===== config.mk =====
export PLATFORM = sky130hd
export DESIGN_NAME = adcs_top
export DESIGN_NICKNAME = d
export VERILOG_FILES = /design/src/verilog/adcs_pkg.sv /design/src/verilog/adcs_top.sv
export SDC_FILE = /design/constraint.sdc
export NUM_CORES = 1
export LEC_CHECK = 0
export BUFFER_PORTS_ARGS = -buffer_cell sky130_fd_sc_hd__buf_4
export CAP_MARGIN = 20
export CORE_AREA = 2 2 119 121
export CTS_CLUSTER_SIZE = 10
export DETAILED_ROUTE_END_ITERATION = 12
export DIE_AREA = 0 0 121 123
export PLACE_DENSITY = 0.63
export SLEW_MARGIN = 10
export SYNTH_ARGS = -nofsm -noshare
export SYNTH_HDL_FRONTEND = slang
export SYNTH_SLANG_ARGS = --single-unit

===== constraint.sdc =====
create_clock -name clk_sys -period 8.09 [get_ports clk_sys]
set_input_delay 0.4045 -clock clk_sys [delete_from_list [all_inputs] [get_ports clk_sys]]
set_output_delay 0.4045 -clock clk_sys [all_outputs]
set_load 0.01 [all_outputs]

===== src/verilog/adcs_pkg.sv =====
// Purpose: Constants and types for the converter register block
// Assumes: 100 MHz system clock
// Notes: Byte offsets are word aligned on AXI4-Lite
package adcs_pkg;
    // ----------------------------------------
    // Timing
    // ----------------------------------------
    localparam int CLK_NS = 10;
    localparam int RC_TAD_NS = 4000;
    localparam int RC_TAD_CYC = (RC_TAD_NS / CLK_NS < 1) ? 1 :
        RC_TAD_NS / CLK_NS;
    localparam int CONV_TADS = 11;
    localparam int ABORT_TADS = 2;
    localparam int RES_W = 10;
    localparam int DIV_W = 16;
    localparam logic [DIV_W-1:0] DIV8 = 16'h0008;
    localparam logic [DIV_W-1:0] DIV16 = 16'h0010;
    localparam logic [DIV_W-1:0] DIV32 = 16'h0020;
    localparam logic [DIV_W-1:0] DIV64 = 16'h0040;
    // ----------------------------------------
    // Register map
    // ----------------------------------------
    localparam int ADDR_W = 4;
    localparam logic [3:0] OFF_CTL0 = 4'h0;
    localparam logic [3:0] OFF_CTL1 = 4'h4;
    localparam logic [3:0] OFF_RESH = 4'h8;
    localparam logic [3:0] OFF_RESL = 4'hc;
    localparam int CTL0_EN = 0;
    localparam int CTL0_GO = 1;
    localparam int CTL0_SRC = 2;
    localparam int CTL1_REF = 0;
    localparam int CTL1_CLK = 4;
    localparam logic [7:0] CTL0_RST = 8'h00;
    localparam logic [7:0] CTL1_RST = 8'h00;
    // ----------------------------------------
    // Codes
    // ----------------------------------------
    localparam logic [2:0] CK_DIV8 = 3'h1;
    localparam logic [2:0] CK_DIV16 = 3'h5;
    localparam logic [2:0] CK_DIV32 = 3'h2;
    localparam logic [2:0] CK_DIV64 = 3'h6;
    localparam logic [4:0] SRC_INT_LAST = 5'h0f;
    localparam logic [4:0] SRC_RSV_A = 5'h08;
    localparam logic [4:0] SRC_RSV_B = 5'h09;
    localparam logic [4:0] SRC_PIN_FIRST = 5'h18;
    localparam logic [4:0] SRC_PIN_BIG = 5'h1d;
    localparam logic [1:0] RESP_OKAY = 2'h0;
    localparam logic [1:0] RESP_DECERR = 2'h3;
    // ----------------------------------------
    // Types
    // ----------------------------------------
    typedef struct packed {
        logic power;
        logic refSel;
        logic sample;
        logic srcValid;
        logic [4:0] src;
        logic [RES_W-1:0] trial;
    } adcs_ana_t;
    typedef enum logic [2:0] {
        ST_IDLE = 3'b001,
        ST_CONV = 3'b010,
        ST_RECOV = 3'b100
    } adcs_state_t;
endpackage


===== src/verilog/adcs_top.sv =====
// Purpose: Register and sequencing logic of a 10-bit SAR converter
// Assumes: AXI4-Lite master, comparator and sleep come from pins
// Notes: Analog front end lies outside; anaCtl steers it
// Notes on behaviour
// No conversion while device sleeps
// Source field bits 6-2 selects internal nodes
// Codes 01000, 01001, 10000-10111 select nothing
// Codes 11000-11100 pins; 11101-11111 big package
// Writing go starts; reads one while busy
// Hardware clears go bit on completion
// Enable bit powers converter; cleared draws nothing
// Clock field bits 6-4 picks conversion clock
// Clock codes 000 and 100 give no clock
// Reference bit zero analog supply, one 5 V
// Upper result holds bits 9-8, rest zero
// Lower result holds bits 7-0, read-only
// Unimplemented control bits read zero
// Control bits read/write, zero after reset
// Software waits acquisition before starting
// Software configures, enables, waits, then starts
// Software polls go or interrupt, then reads
// Software clears completion flag after reading
// Sampling capacitor never discharged between conversions
// Result spans 1024 codes
// Completion loads result, pulses flag, clears go
// Clearing go aborts; restart after two periods
// Conversion takes eleven conversion clock periods
// Start ignored while converter disabled
// Writes to result registers ignored
//
// Local design decisions: the register addresses and register access over AXI4-Lite.
module adcs_top #(
    parameter bit LARGE_PKG = 1'b0
) (
    input wire logic clk_sys,
    input wire logic reset_n,
    input wire logic [adcs_pkg::ADDR_W-1:0] s_axi_awaddr,
    input wire logic s_axi_awvalid,
    output logic s_axi_awready,
    input wire logic [31:0] s_axi_wdata,
    input wire logic [3:0] s_axi_wstrb,
    input wire logic s_axi_wvalid,
    output logic s_axi_wready,
    output logic [1:0] s_axi_bresp,
    output logic s_axi_bvalid,
    input wire logic s_axi_bready,
    input wire logic [adcs_pkg::ADDR_W-1:0] s_axi_araddr,
    input wire logic s_axi_arvalid,
    output logic s_axi_arready,
    output logic [31:0] s_axi_rdata,
    output logic [1:0] s_axi_rresp,
    output logic s_axi_rvalid,
    input wire logic s_axi_rready,
    input wire logic sleepIn,
    input wire logic compareIn,
    output adcs_pkg::adcs_ana_t anaCtl,
    output logic convDone
);
    // ----------------------------------------
    // Pin synchronisers
    // ----------------------------------------
    logic sleepMeta, sleepSync, cmpMeta, cmpSync;
    always_ff @(posedge clk_sys or negedge reset_n) begin
        if (!reset_n) begin
            sleepMeta <= 1'b0;
            sleepSync <= 1'b0;
            cmpMeta <= 1'b0;
            cmpSync <= 1'b0;
        end else begin
            sleepMeta <= sleepIn;
            sleepSync <= sleepMeta;
            cmpMeta <= compareIn;
            cmpSync <= cmpMeta;
        end
    end

    // ----------------------------------------
    // Bus write path
    // ----------------------------------------
    logic awHeld, wHeld;
    logic [adcs_pkg::ADDR_W-1:0] awAddr;
    logic [7:0] wByte;
    logic wLane;
    wire commit = awHeld && wHeld;
    wire awHit = commit && (awAddr == adcs_pkg::OFF_CTL0 ||
        awAddr == adcs_pkg::OFF_CTL1 || awAddr == adcs_pkg::OFF_RESH ||
        awAddr == adcs_pkg::OFF_RESL);
    wire wrCtl0 = commit && wLane && awAddr == adcs_pkg::OFF_CTL0;
    wire wrCtl1 = commit && wLane && awAddr == adcs_pkg::OFF_CTL1;
    always_ff @(posedge clk_sys or negedge reset_n) begin
        if (!reset_n) begin
            awHeld <= 1'b0;
            wHeld <= 1'b0;
            awAddr <= '0;
            wByte <= 8'h00;
            wLane <= 1'b0;
            s_axi_awready <= 1'b1;
            s_axi_wready <= 1'b1;
            s_axi_bvalid <= 1'b0;
            s_axi_bresp <= adcs_pkg::RESP_OKAY;
        end else begin
            if (s_axi_awvalid && s_axi_awready) begin
                awHeld <= 1'b1;
                awAddr <= s_axi_awaddr;
                s_axi_awready <= 1'b0;
            end
            if (s_axi_wvalid && s_axi_wready) begin
                wHeld <= 1'b1;
                wByte <= s_axi_wdata[7:0];
                wLane <= s_axi_wstrb[0];
                s_axi_wready <= 1'b0;
            end
            if (commit) begin
                awHeld <= 1'b0;
                wHeld <= 1'b0;
                s_axi_bvalid <= 1'b1;
                s_axi_bresp <= awHit ? adcs_pkg::RESP_OKAY :
                    adcs_pkg::RESP_DECERR;
            end
            if (s_axi_bvalid && s_axi_bready) begin
                s_axi_bvalid <= 1'b0;
                s_axi_awready <= 1'b1;
                s_axi_wready <= 1'b1;
            end
        end
    end

    // ----------------------------------------
    // Control registers
    // ----------------------------------------
    logic convEn, goBit, refSel;
    logic [4:0] srcSel;
    logic [2:0] clkSel;
    logic [adcs_pkg::RES_W-1:0] result;
    adcs_pkg::adcs_state_t state;
    logic [3:0] bitCnt;
    logic done;
    wire asleepOrOff = sleepSync || !convEn;
    wire startReq = wrCtl0 && wByte[adcs_pkg::CTL0_GO] && !goBit &&
        !asleepOrOff && state == adcs_pkg::ST_IDLE;
    wire abortSw = wrCtl0 && !wByte[adcs_pkg::CTL0_GO] && goBit;
    wire abortHw = goBit && (sleepSync ||
        (wrCtl0 && !wByte[adcs_pkg::CTL0_EN]));
    wire abort = (abortSw || abortHw) && !done;
    always_ff @(posedge clk_sys or negedge reset_n) begin
        if (!reset_n) begin
            convEn <= adcs_pkg::CTL0_RST[adcs_pkg::CTL0_EN];
            srcSel <= adcs_pkg::CTL0_RST[adcs_pkg::CTL0_SRC+:5];
            refSel <= adcs_pkg::CTL1_RST[adcs_pkg::CTL1_REF];
            clkSel <= adcs_pkg::CTL1_RST[adcs_pkg::CTL1_CLK+:3];
        end else begin
            if (wrCtl0) begin
                convEn <= wByte[adcs_pkg::CTL0_EN];
                srcSel <= wByte[adcs_pkg::CTL0_SRC+:5];
            end
            if (wrCtl1) begin
                refSel <= wByte[adcs_pkg::CTL1_REF];
                clkSel <= wByte[adcs_pkg::CTL1_CLK+:3];
            end
        end
    end

    always_ff @(posedge clk_sys or negedge reset_n) begin
        if (!reset_n) begin
            goBit <= adcs_pkg::CTL0_RST[adcs_pkg::CTL0_GO];
        end else if (startReq) begin
            goBit <= 1'b1;
        end else if (done || abort) begin
            goBit <= 1'b0;
        end
    end

    // ----------------------------------------
    // Conversion clock divider
    // ----------------------------------------
    logic [adcs_pkg::DIV_W-1:0] divCnt, divLimit;
    always_comb begin
        case (clkSel)
            adcs_pkg::CK_DIV8: divLimit = adcs_pkg::DIV8;
            adcs_pkg::CK_DIV16: divLimit = adcs_pkg::DIV16;
            adcs_pkg::CK_DIV32: divLimit = adcs_pkg::DIV32;
            adcs_pkg::CK_DIV64: divLimit = adcs_pkg::DIV64;
            3'h3, 3'h7: divLimit = adcs_pkg::DIV_W'(adcs_pkg::RC_TAD_CYC);
            default: divLimit = '0;
        endcase
    end
    wire noClk = divLimit == '0;
    wire tadTick = !noClk && divCnt == divLimit - 1'b1;
    always_ff @(posedge clk_sys or negedge reset_n) begin
        if (!reset_n) begin
            divCnt <= '0;
        end else if (state == adcs_pkg::ST_IDLE || tadTick) begin
            divCnt <= '0;
        end else if (!noClk) begin
            divCnt <= divCnt + 1'b1;
        end
    end

    // ----------------------------------------
    // Successive approximation sequencer
    // ----------------------------------------
    logic [adcs_pkg::RES_W-1:0] trial;
    wire [3:0] bitIdx = 4'(adcs_pkg::RES_W) - bitCnt;
    wire [adcs_pkg::RES_W-1:0] clrMask = cmpSync ? '0 :
        adcs_pkg::RES_W'(1) << bitIdx;
    wire [adcs_pkg::RES_W-1:0] setMask = (bitIdx == 4'h0) ? '0 :
        adcs_pkg::RES_W'(1) << (bitIdx - 4'h1);
    wire [adcs_pkg::RES_W-1:0] next_trial = (bitCnt == 4'h0) ? trial :
        (trial & ~clrMask) | setMask;
    wire lastTad = bitCnt == 4'(adcs_pkg::CONV_TADS - 1);
    assign done = state == adcs_pkg::ST_CONV && tadTick && lastTad;
    always_ff @(posedge clk_sys or negedge reset_n) begin
        if (!reset_n) begin
            state <= adcs_pkg::ST_IDLE;
            bitCnt <= 4'h0;
            trial <= '0;
            result <= '0;
            convDone <= 1'b0;
        end else begin
            convDone <= done;
            case (state)
                adcs_pkg::ST_IDLE: begin
                    if (startReq) begin
                        state <= adcs_pkg::ST_CONV;
                        bitCnt <= 4'h0;
                        trial <= adcs_pkg::RES_W'(1) <<
                            (adcs_pkg::RES_W - 1);
                    end
                end
                adcs_pkg::ST_CONV: begin
                    if (done) begin
                        result <= next_trial;
                        state <= adcs_pkg::ST_IDLE;
                    end else if (abort) begin
                        state <= adcs_pkg::ST_RECOV;
                        bitCnt <= 4'h0;
                    end else if (tadTick) begin
                        trial <= next_trial;
                        bitCnt <= bitCnt + 4'h1;
                    end
                end
                adcs_pkg::ST_RECOV: begin
                    if (noClk || asleepOrOff ||
                        (tadTick && bitCnt ==
                        4'(adcs_pkg::ABORT_TADS - 1))) begin
                        state <= adcs_pkg::ST_IDLE;
                    end else if (tadTick) begin
                        bitCnt <= bitCnt + 4'h1;
                    end
                end
                default: state <= adcs_pkg::ST_IDLE;
            endcase
        end
    end

    // ----------------------------------------
    // Analog control outputs
    // ----------------------------------------
    wire srcInt = srcSel <= adcs_pkg::SRC_INT_LAST &&
        srcSel != adcs_pkg::SRC_RSV_A &&
        srcSel != adcs_pkg::SRC_RSV_B;
    wire srcPin = srcSel >= adcs_pkg::SRC_PIN_FIRST &&
        (srcSel < adcs_pkg::SRC_PIN_BIG || LARGE_PKG);
    always_ff @(posedge clk_sys or negedge reset_n) begin
        if (!reset_n) begin
            anaCtl <= '0;
        end else begin
            anaCtl.power <= !asleepOrOff;
            anaCtl.refSel <= refSel;
            anaCtl.src <= srcSel;
            anaCtl.srcValid <= srcInt || srcPin;
            // Hold switch only opens; no discharge path exists
            anaCtl.sample <= !asleepOrOff &&
                state == adcs_pkg::ST_IDLE;
            anaCtl.trial <= trial;
        end
    end

    // ----------------------------------------
    // Bus read path
    // ----------------------------------------
    logic [7:0] rdByte;
    logic rdHit;
    always_comb begin
        rdHit = 1'b1;
        case (s_axi_araddr)
            adcs_pkg::OFF_CTL0:
                rdByte = {1'b0, srcSel, goBit, convEn};
            adcs_pkg::OFF_CTL1:
                rdByte = {1'b0, clkSel, 3'h0, refSel};
            adcs_pkg::OFF_RESH:
                rdByte = {6'h00, result[9:8]};
            adcs_pkg::OFF_RESL:
                rdByte = result[7:0];
            default: begin
                rdByte = 8'h00;
                rdHit = 1'b0;
            end
        endcase
    end
    always_ff @(posedge clk_sys or negedge reset_n) begin
        if (!reset_n) begin
            s_axi_arready <= 1'b1;
            s_axi_rvalid <= 1'b0;
            s_axi_rdata <= 32'h0000_0000;
            s_axi_rresp <= adcs_pkg::RESP_OKAY;
        end else if (s_axi_arvalid && s_axi_arready) begin
            s_axi_arready <= 1'b0;
            s_axi_rvalid <= 1'b1;
            s_axi_rdata <= {24'h000000, rdByte};
            s_axi_rresp <= rdHit ? adcs_pkg::RESP_OKAY :
                adcs_pkg::RESP_DECERR;
        end else if (s_axi_rvalid && s_axi_rready) begin
            s_axi_rvalid <= 1'b0;
            s_axi_arready <= 1'b1;
        end
    end

    logic [3:0] tickSeen;
    always_ff @(posedge clk_sys or negedge reset_n) begin
        if (!reset_n) begin
            tickSeen <= 4'h0;
        end else if (startReq) begin
            tickSeen <= 4'h0;
        end else if (state == adcs_pkg::ST_CONV && tadTick) begin
            tickSeen <= tickSeen + 4'h1;
        end
    end
endmodule // adcs_top

==> qor.csv, run 1 <==
metric,value,unit
antenna-diode-count,0,
nNetsFinal,592,
clock-sinks,107,
setup_viol,0,
crit_type,register to register,
status,"complete, no violations",
ys.warnings.count,0,
maxCapViolCount,0,
areaGrowthSynthToFinish,16.4,%
rows,43,
avgSynthCellArea,11.0,um2
cts_resized,0,
fp.dieArea,0.0149,mm2
n_fill_cell,1266,
clock_skew,0.00995,ns
drive_above_1_share,0.231,
start_util,0.379,
first_global_vias,3491,
cts-hold-fix-buffers,0,
initialDrtViolationCount,222,
slowest_delay,0.85,ns
p_per_area,239,mW/mm2
overflow,0,
wl_per_cell,14.8,um
grt_max_degree,66,
clk_pin_slew,0.07,ns
synth.ff_latch_count,107,
pre_cts_ws,4.07,ns
gp_congestion,0.865,
drt-total-wl,10500,um
viasPerCell,5.03,
antenna_found_initial,0,
synth_area,0.00516,mm2
vdd_ir_drop_max,0.0999,mV
totalNegativeSetupSlack,0,ns
coreArea,0.0136,mm2
crit_chain,or3b_1 -> ha_1 -> a21boi_0 -> ha_1 -> xor2_1 -> nand2_1 -> or4_4 -> or4_1 -> a211oi_2 -> nand2_1 -> o22ai_1,
dp.final_hpwl,7610,um
die_width,121,um
worst_slack,4.07,ns
cts_made_buffers,9,
slew-limit-headroom,0.349,
setup.worst_path.start_class,register,
cts_htree_levels,3,
insertion_delay,0.36,ns
tightest_slew,0.969,ns
ys_async_sr_fraction,1.00,
io_pins,114,
ant_nets,0,
rsz0062_at_grt,false,
root_buffer,clkbuf_16,
track_usage,0.146,
drv_slew,0,
worstPathArrival,4.30,ns
fp.dieH,123,um
synth_edf_count,0,
post-cts-setup-buffers,0,
cp.required,8.37,ns
finalCriticalPeriod,4.02,ns
seq_area_frac_synth,0.520,
slowest_stage,or4_1,
tritoncts,built,
drc,0,
design_area,0.00600,mm2
final_hold_viol_count,0,
p_leak,2.75,nW
io_buffers,61,
yosys_most_used_dff,dfrtp_1,
clockBufferDepth,2,
fmax,249,MHz
firstDrtPassIters,4,
synth_cell_types,61,
grt_pass1_wl,17200,um
period_share,0.497,
vias,3588,
crit_fanout,17,
cp-end-kind,register,
synth_cells,470,
hold_class,primary input to async pin,
placed_cell_area,0.00568,mm2
[flip-flops by register name (all words and copies together) (netlist names), 3 cells and up]
| register | count |
|---|---|
| anaCtl | 19 |
| awAddr | 4 |
| bitCnt | 4 |
| clkSel | 3 |
| divCnt | 16 |
| result | 10 |
| s_axi_rdata | 8 |
| srcSel | 5 |
| state | 3 |
| trial | 10 |
| wByte | 7 |
[logic make-up after synthesis]
logic type      synth area share
xor+xnor                  0.0390
compound gates             0.121
mux                       0.0873
flops                      0.520
buf+inv                   0.0606
other cells             0.000727
simple gates               0.145
fa+ha+maj                 0.0267
[power breakdown]
part / switching, W / internal (W)
registers: 0.0000702 / 0.000614
logic: 0.000146 / 0.000128
clock network: 0.000197 / 0.000281
total: 0.000414 / 0.00102
[worst paths after layout]
check                               start         to  slack [ns]  cells after the start
worst max register to register  clkSel[0]  bitCnt[1]        4.07                     11
worst max-delay path            clkSel[0]  bitCnt[1]        4.07                     11
worst min register to register  sleepMeta  sleepSync        0.36                      0
max in group asynchronous         reset_n   state[2]        6.89                      2
min in group clk_sys            compareIn    cmpMeta        0.15                      1
worst min-delay path              reset_n  divCnt[8]        0.15                      1
[through the flow]
| step | utilization | cells | hold WS [ns] | power [W] |
|---|---|---|---|---|
| 5_1_grt | 0.441 | 713 | 0.144 | 0.00151 |
| 2_1_floorplan | - | 493 | 0.109 | 0.000878 |
| 3_3_place_gp | 0.418 | 697 | 0.332 | 0.000960 |
| 3_5_place_dp | 0.418 | 697 | 0.336 | 0.000969 |
| 4_1_cts | 0.441 | 713 | 0.143 | 0.00145 |
| 6_report | 0.441 | 713 | 0.149 | 0.00144 |
[cells in the final DEF, fill, tap and decap left out, types with 10 or more instances in the layout]
master	synthesis	final
a21oi_1	12	12
a22o_1	15	15
buf_4	27	63
conb_1	1	24
dfrtp_1	103	103
ha_1	11	11
inv_1	13	13
mux2_2	29	29
nand2_1	46	46
nand3_1	10	10
nor2_1	41	41
o21ai_0	24	24
xor2_1	15	15
[per-layer routing]
metal	GRT usage	routed length, um	part of all wire	vias up
li1	-	-	-	1732
met1	0.199	4980	0.47	1758
met3	0.0304	506	0.048	15
met2	0.230	4870	0.46	83
met5	0	0	0	-
met4	0.0567	181	0.017	0
[critical path: cells and delay by family, from the launching register on]
| family | cells | cell delay, ns |
|---|---|---|
| xor gates and xnor gates | 1 | 0.15 |
| adders and majority gates | 2 | 0.57 |
| AOI/OAI and AO/OA | 3 | 0.68 |
| DFF | 1 | 0.53 |
| and+or+nand+nor | 5 | 2.00 |
[Yosys cell counts (5+ instances only)]
master     number  share of area
dfrtp_1       103           0.50
a22o_1         15          0.025
nand2b_1        5         0.0061
nor3b_1         5         0.0073
mux2i_1         9          0.017
xor2_1         15          0.025
ha_1           11          0.027
xnor2_1         8          0.014
nor2_1         41          0.030
o21ai_0        24          0.023
nand2_1        46          0.033
a32oi_1         5         0.0085
buf_4          27          0.039
o2bb2ai_1       9          0.015
a21oi_1        12          0.012
clkbuf_1        7         0.0051
mux2_2         29          0.063
nand3_1        10         0.0097
inv_1          13         0.0095
and3_1          5         0.0061
[final cells by class]
| cell class | instances | area (um2) | share of cell area |
|---|---|---|---|
| Tap cell | 180 | 225 | 0.0375 |
| Sequential cell | 107 | 2680 | 0.447 |
| Multi-Input combinational cell | 333 | 2250 | 0.375 |
| Clock buffer | 12 | 246 | 0.0411 |
| Inverter | 14 | 52.6 | 0.00875 |
| Clock inverter | 4 | 73.8 | 0.0123 |
| Timing Repair Buffer | 63 | 473 | 0.0788 |
Note: power is estimated with default switching activity, not from simulation.
==> run 2, diff against run 1 <==
--- a/config.mk
+++ b/config.mk
@@ -11,7 +11,7 @@
 export CTS_CLUSTER_SIZE = 10
 export DETAILED_ROUTE_END_ITERATION = 12
 export DIE_AREA = 0 0 121 123
-export PLACE_DENSITY = 0.63
+export PLACE_DENSITY = 0.66
 export SLEW_MARGIN = 10
 export SYNTH_ARGS = -nofsm -noshare
 export SYNTH_HDL_FRONTEND = slang
==> constraint.sdc (replaced) <==
create_clock -name clk_sys -period 3.63 [get_ports clk_sys]
set_input_delay 0.1815 -clock clk_sys [delete_from_list [all_inputs] [get_ports clk_sys]]
set_output_delay 0.1815 -clock clk_sys [all_outputs]
set_load 0.01 [all_outputs]
==> run 2 against run 1 <==
Compared with the run above: fmax up 16%; final cell count up 2.2%; first-iteration DRC count down 44%; clock-buffer cell count down 1; largest cell class unchanged; highest routed layer unchanged.
==> qor.csv, run 2 (synthesis results as in run 1) <==
metric,value,unit,change
maxCapViolCount,0,,unchanged
fp.dieArea,0.0149,mm2,unchanged
wl_per_cell,14.7,um,-0.70%
post-cts-setup-buffers,0,,unchanged
areaGrowthSynthToFinish,19.7,%,
hold_class,primary input to register,,
finalCriticalPeriod,3.48,ns,-0.541 ns
hold_start,s_axi_bready,,
root_buffer,clkbuf_16,,
start_util,0.379,,unchanged
setup_viol,0,,unchanged
worst_slack,0.152,ns,-3.92 ns
drive_above_1_share,0.248,,+0.0170
r2r_start,clkSel[1],,
largest_register_ffs,19,,unchanged
dp_cells,707,,+1.4%
p_leak,2.83,nW,+2.9%
final_cell_count_no_fill,729,,+2.2%
initialDrtViolationCount,125,,-44%
slew-limit-headroom,0.378,,+0.0294
fp.dieH,123,um,unchanged
tritoncts,built,,
tightest_slew,0.925,ns,-0.0437 ns
antenna_found_initial,0,,unchanged
final_cell_mix,"103 x dfrtp_1, 73 x buf_4, 46 x nand2_1",,
gp_congestion,0.836,,-3.3%
clockBufferDepth,2,,unchanged
viasPerCell,5.02,,-0.23%
io_buffers,61,,unchanged
vdd_ir_drop_max,0.269,mV,+170%
reg.largest.list,"anaCtl x19, divCnt x16",,
rrSetupSlack,0.15,ns,-3.92 ns
crit_type,register to register,,
final_common_cell,dfrtp_1,,
drc,0,,unchanged
ant_nets,0,,unchanged
nNetsFinal,608,,+2.7%
first_global_vias,3505,,+0.40%
clock_skew,0.00887,ns,-0.00107 ns
fmax,288,MHz,+16%
use_met2,0.237,,+0.00702
rows,43,,unchanged
clk_pin_slew,0.07,ns,about the same
worstPathArrival,3.76,ns,-0.54 ns
min_path_cells,2,,
rsz0062_at_grt,false,,
min_to,s_axi_bvalid,,
insertion_delay,0.36,ns,about the same
dp.final_hpwl,7560,um,-0.60%
cts_htree_levels,3,,unchanged
period_share,0.958,,+0.461
cp.required,3.91,ns,-4.46 ns
io_pins,114,,unchanged
track_usage,0.147,,+0.00143
status,"complete, no violations",,
cp-end-kind,register,,
clock-sinks,107,,unchanged
totalNegativeSetupSlack,0,ns,unchanged
coreArea,0.0136,mm2,unchanged
firstDrtPassIters,4,,unchanged
drv_slew,0,,unchanged
antenna-diode-count,0,,unchanged
cts_made_buffers,9,,unchanged
p_per_area,531,mW/mm2,+120%
busiest_layer,met2,,
worst-r2r-cell-count,11,,unchanged
overflow,0,,unchanged
pre_cts_ws,0.00220,ns,-4.07 ns
use_met1,0.196,,-0.00272
rr_endpoint,bitCnt[1],,
grt_max_degree,62,,-6.1%
crit_fanout,4,,-13
largest-register,anaCtl,,
grt_use_met3,0.0323,,+0.00185
n_fill_cell,1254,,-0.95%
drt-total-wl,10700,um,+1.5%
setup.worst_path.start_class,register,,
grt_pass1_wl,17300,um,+0.36%
final_hold_viol_count,0,,unchanged
die_width,121,um,unchanged
vias,3660,,+2.0%
==> run 2: cell count changes in the layout (fill, tap and decap cells not counted), sizes merged <==
cell         change
dlygate4sd3      +6
clkbuf           -1
buf             +10
clkinvlp         +1
==> run 2: where the power goes <==
group | leakage, nW | switching [W] | internal, W
Clock | 0.156 | 0.000451 | 0.000628
Combinational | 1.26 | 0.000360 | 0.000325
Sequential | 1.42 | 0.000146 | 0.00137
Total | 2.83 | 0.000957 | 0.00232
==> run 2: worst max-delay path, cell delays in order, from the launching register on <==
cell	delay, ns
dfrtp_1	0.39
or3b_4	0.40
ha_1	0.22
a21boi_0	0.14
ha_1	0.31
xor2_1	0.14
nand2_1	0.06
or4_4	0.55
or4_4	0.59
a211oi_4	0.31
nand2_1	0.13
o22ai_1	0.16
==> run 2: cell type report <==
type                            instances  area [um2]  share of cell area
Sequential cell                       107        2680               0.434
Clock buffer                           11         243              0.0393
Multi-Input combinational cell        333        2280               0.369
Clock inverter                          5        85.1              0.0138
Inverter                               14        52.6             0.00851
Timing Repair Buffer                   79         608              0.0985
Tap cell                              180         225              0.0365
==> run 2: what timing repair did <==
item / 4_1_cts / 5_1_grt
pin swaps: 0 / 3
hold endpoints to repair: 62 / 0
resized for setup: 1 / 4
setup endpoints to repair: 4 / 12
hold buffers: 6 / 0
==> run 2: worst max-delay path by stage <==
stage / start / endpoint / slack [ns] / cells past startpoint
3_3_place_gp: clkSel[1] / trial[5] / 0.07 / 11
6_report: clkSel[1] / bitCnt[1] / 0.15 / 11
4_1_cts: clkSel[1] / bitCnt[3] / 0.05 / 11
5_1_grt: clkSel[1] / bitCnt[1] / 0.02 / 12
2_1_floorplan: clkSel[1] / bitCnt[3] / 0.004 / 12
3_5_place_dp: clkSel[1] / trial[7] / 0.002 / 11
==> run 2: through the flow <==
step                      power, W  utilization  hold WS, ns  area [um2]
after floorplan            0.00196            -       -0.114        5250
after global placement     0.00217        0.423        0.292        5760
after detailed placement   0.00220        0.423        0.292        5760
after CTS                  0.00330        0.452       0.0133        6160
after global routing       0.00345        0.454       0.0114        6170
final                      0.00328        0.454       0.0156        6170
==> run 2: routing by layer <==
layer  share of wire  routed length [um]  vias up
li1                -                   -     1762
met1            0.46                4970     1796
met2            0.47                5050       86
met3           0.045                 483       16
met4           0.019                 202        0
met5               0                   0        -
==> run 3, diff against run 2 <==
--- a/config.mk
+++ b/config.mk
@@ -8,9 +8,11 @@
 export BUFFER_PORTS_ARGS = -buffer_cell sky130_fd_sc_hd__buf_4
 export CAP_MARGIN = 20
 export CORE_AREA = 2 2 119 121
+export CTS_BUF_LIST = sky130_fd_sc_hd__clkbuf_8 sky130_fd_sc_hd__clkbuf_16
 export CTS_CLUSTER_SIZE = 10
 export DETAILED_ROUTE_END_ITERATION = 12
 export DIE_AREA = 0 0 121 123
+export GPL_TIMING_DRIVEN = 0
 export PLACE_DENSITY = 0.66
 export SLEW_MARGIN = 10
 export SYNTH_ARGS = -nofsm -noshare
==> run 3 against run 2 <==
Compared with the run above: the flow now finishes with violations (negative hold slack); via count increased by 2.2%; sequential share of layout area decreased by 1.3 points; design area increased by 3.2%; combinational power increased by 5.4%; power decreased by 1.4%; critical path depth increased by 1; non-clock buffer count increased by 27; critical endpoint is now bitCnt[3].
==> qor.csv, run 3 (synthesis results as in run 1) <==
metric,value,unit,change
final_util,0.468,,+0.0145
totalNegativeSetupSlack,0,ns,unchanged
clock-sinks,107,,unchanged
drv_slew,0,,unchanged
crit_fanout,10,,+6
hold_class,primary input to async pin,,
initialDrtViolationCount,259,,+110%
cpMostUsedCell,or4_4,,
p_per_area,507,mW/mm2,-4.4%
grt_pass1_wl,17800,um,+3.3%
fmax,282,MHz,-1.9%
dp_cells,733,,+3.7%
vias,3739,,+2.2%
nNetsFinal,635,,+4.4%
r2r_start,clkSel[1],,
worst_slack,0.0840,ns,-0.0678 ns
overflow,0,,unchanged
viasPerCell,4.95,,-1.5%
largest_register_ffs,19,,unchanged
insertion_delay,0.34,ns,-0.02 ns
areaGrowthSynthToFinish,23.5,%,
fp.dieArea,0.0149,mm2,unchanged
rsz0062_at_grt,true,,
setup.worst_path.start_class,register,,
slowest_delay,0.52,ns,-0.07 ns
worst-r2r-cell-count,12,,+1
worstPathArrival,3.81,ns,+0.05 ns
dp.final_hpwl,7890,um,+4.4%
status,"finished, violations left",,
finalCriticalPeriod,3.55,ns,+0.0678 ns
cts_htree_levels,3,,unchanged
cp.required,3.89,ns,-0.02 ns
p_leak,2.96,nW,+4.6%
tightest_slew,0.990,ns,+0.0650 ns
first_global_vias,3613,,+3.1%
drive_above_1_share,0.286,,+0.0387
period_share,0.977,,+0.0187
io_pins,114,,unchanged
firstDrtPassIters,4,,unchanged
rows,43,,unchanged
fp.dieH,123,um,unchanged
io_buffers,60,,-1.6%
final_cell_count_no_fill,756,,+3.7%
maxCapViolCount,0,,unchanged
track_usage,0.150,,+0.00274
ant_nets,0,,unchanged
die_width,121,um,unchanged
antenna-diode-count,0,,unchanged
final_hold_viol_count,55,,+55
cp-end-kind,register,,
cts_made_buffers,9,,unchanged
drt-total-wl,11100,um,+3.4%
root_buffer,clkbuf_16,,
coreArea,0.0136,mm2,unchanged
clk_pin_slew,0.07,ns,about the same
drc,0,,unchanged
final_common_cell,dfrtp_1,,
grt_max_degree,108,,+74%
clockBufferDepth,2,,unchanged
rr_endpoint,bitCnt[3],,
slowest_stage,or4_4,,
gp_congestion,0.880,,+5.2%
wl_per_cell,14.6,um,-0.33%
crit_chain,buf_8 -> or3b_4 -> ha_4 -> a21boi_1 -> ha_1 -> xor2_1 -> nand2_1 -> or4_4 -> or4_4 -> or3_4 -> nand3b_1 -> o211ai_1,,
pre_cts_ws,-0.371,ns,-0.373 ns
final_cell_mix,"103 x dfrtp_1, 89 x buf_4, 45 x nand2_1",,
fin_hold_ws,-0.0418,ns,-0.0575 ns
tritoncts,built,,
violations,negative hold slack,,
start_util,0.379,,unchanged
setup_viol,0,,unchanged
reg.largest.list,"anaCtl x19, divCnt x16",,
slew-limit-headroom,0.334,,-0.0441
antenna_found_initial,0,,unchanged
vdd_ir_drop_max,0.236,mV,-12%
clock_skew,0.00423,ns,-0.00464 ns
rrSetupSlack,0.08,ns,-0.07 ns
largest-register,anaCtl,,
crit_type,register to register,,
## run 3: changes by cell type in the layout (fill, tap and decap cells not counted), moves of 2 or more
cell,change
buf_2,+2
buf_4,+16
buf_6,+2
buf_8,+2
clkbuf_1,+5
clkinv_2,+3
## run 3: cell type report
| cell class | instances | area, um2 |
|---|---|---|
| inverters | 14 | 52.6 |
| plain buffers | 39 | 284 |
| fillers | 1268 | 7240 |
| well taps | 180 | 225 |
| flip-flops and latches | 107 | 2680 |
| clock buffers | 9 | 225 |
| repair buffers | 67 | 519 |
| clock inverters | 7 | 73.8 |
| multi-input cells | 333 | 2310 |
## run 3: power by group
group | leakage, nW | switching [W] | total [W] | internal (W)
Combinational | 1.39 | 0.000367 | 0.000721 | 0.000354
Sequential | 1.42 | 0.000149 | 0.00152 | 0.00137
Clock | 0.151 | 0.000454 | 0.000994 | 0.000540
Total | 2.96 | 0.000969 | 0.00323 | 0.00226
## run 3: worst max-delay path by stage
stage | from | endpoint | slack [ns] | depth (start not counted)
CTS | clkSel[1] | bitCnt[3] | 0.06 | 12
global route | clkSel[1] | bitCnt[3] | -0.03 | 12
finish | clkSel[1] | bitCnt[3] | 0.08 | 12
global placement | clkSel[1] | trial[5] | -0.24 | 12
detailed placement | clkSel[1] | trial[7] | -0.37 | 12
floorplan | clkSel[1] | bitCnt[3] | 0.004 | 12
## run 3: what timing repair did
action                                  in CTS  in global routing
pin swaps                                    8                  0
resized for setup                           14                  6
hold buffers                                 5                  0
hold endpoints to repair                     5                  0
gates cloned                                 0                  0
setup buffers                                2                  0
endpoints found under the setup margin      36                 12
## run 3: critical path: cells and delay by family, from the launching register on
family	cells	cell delay (ns)
simple gates	6	2.06
fa+ha+maj	2	0.48
flops	1	0.41
compound gates	2	0.24
buf+inv	1	0.15
xor+xnor	1	0.13
## run 3: metrics by stage
stage | power (W) | instance area, um2 | hold slack [ns]
global placement | 0.00219 | 5920 | 0.292
global route | 0.00340 | 6370 | 0.0155
CTS | 0.00325 | 6350 | 0.00909
detailed placement | 0.00222 | 5930 | 0.292
finish | 0.00323 | 6370 | -0.0418
floorplan | 0.00196 | 5250 | -0.114
## run 3: layer usage
layer / GRT usage / wire length, um / up-vias
li1: - / - / 1811
met1: 0.200 / 5020 / 1825
met2: 0.245 / 5340 / 81
met3: 0.0244 / 453 / 22
met4: 0.0618 / 250 / 0
met5: 0 / 0 / -
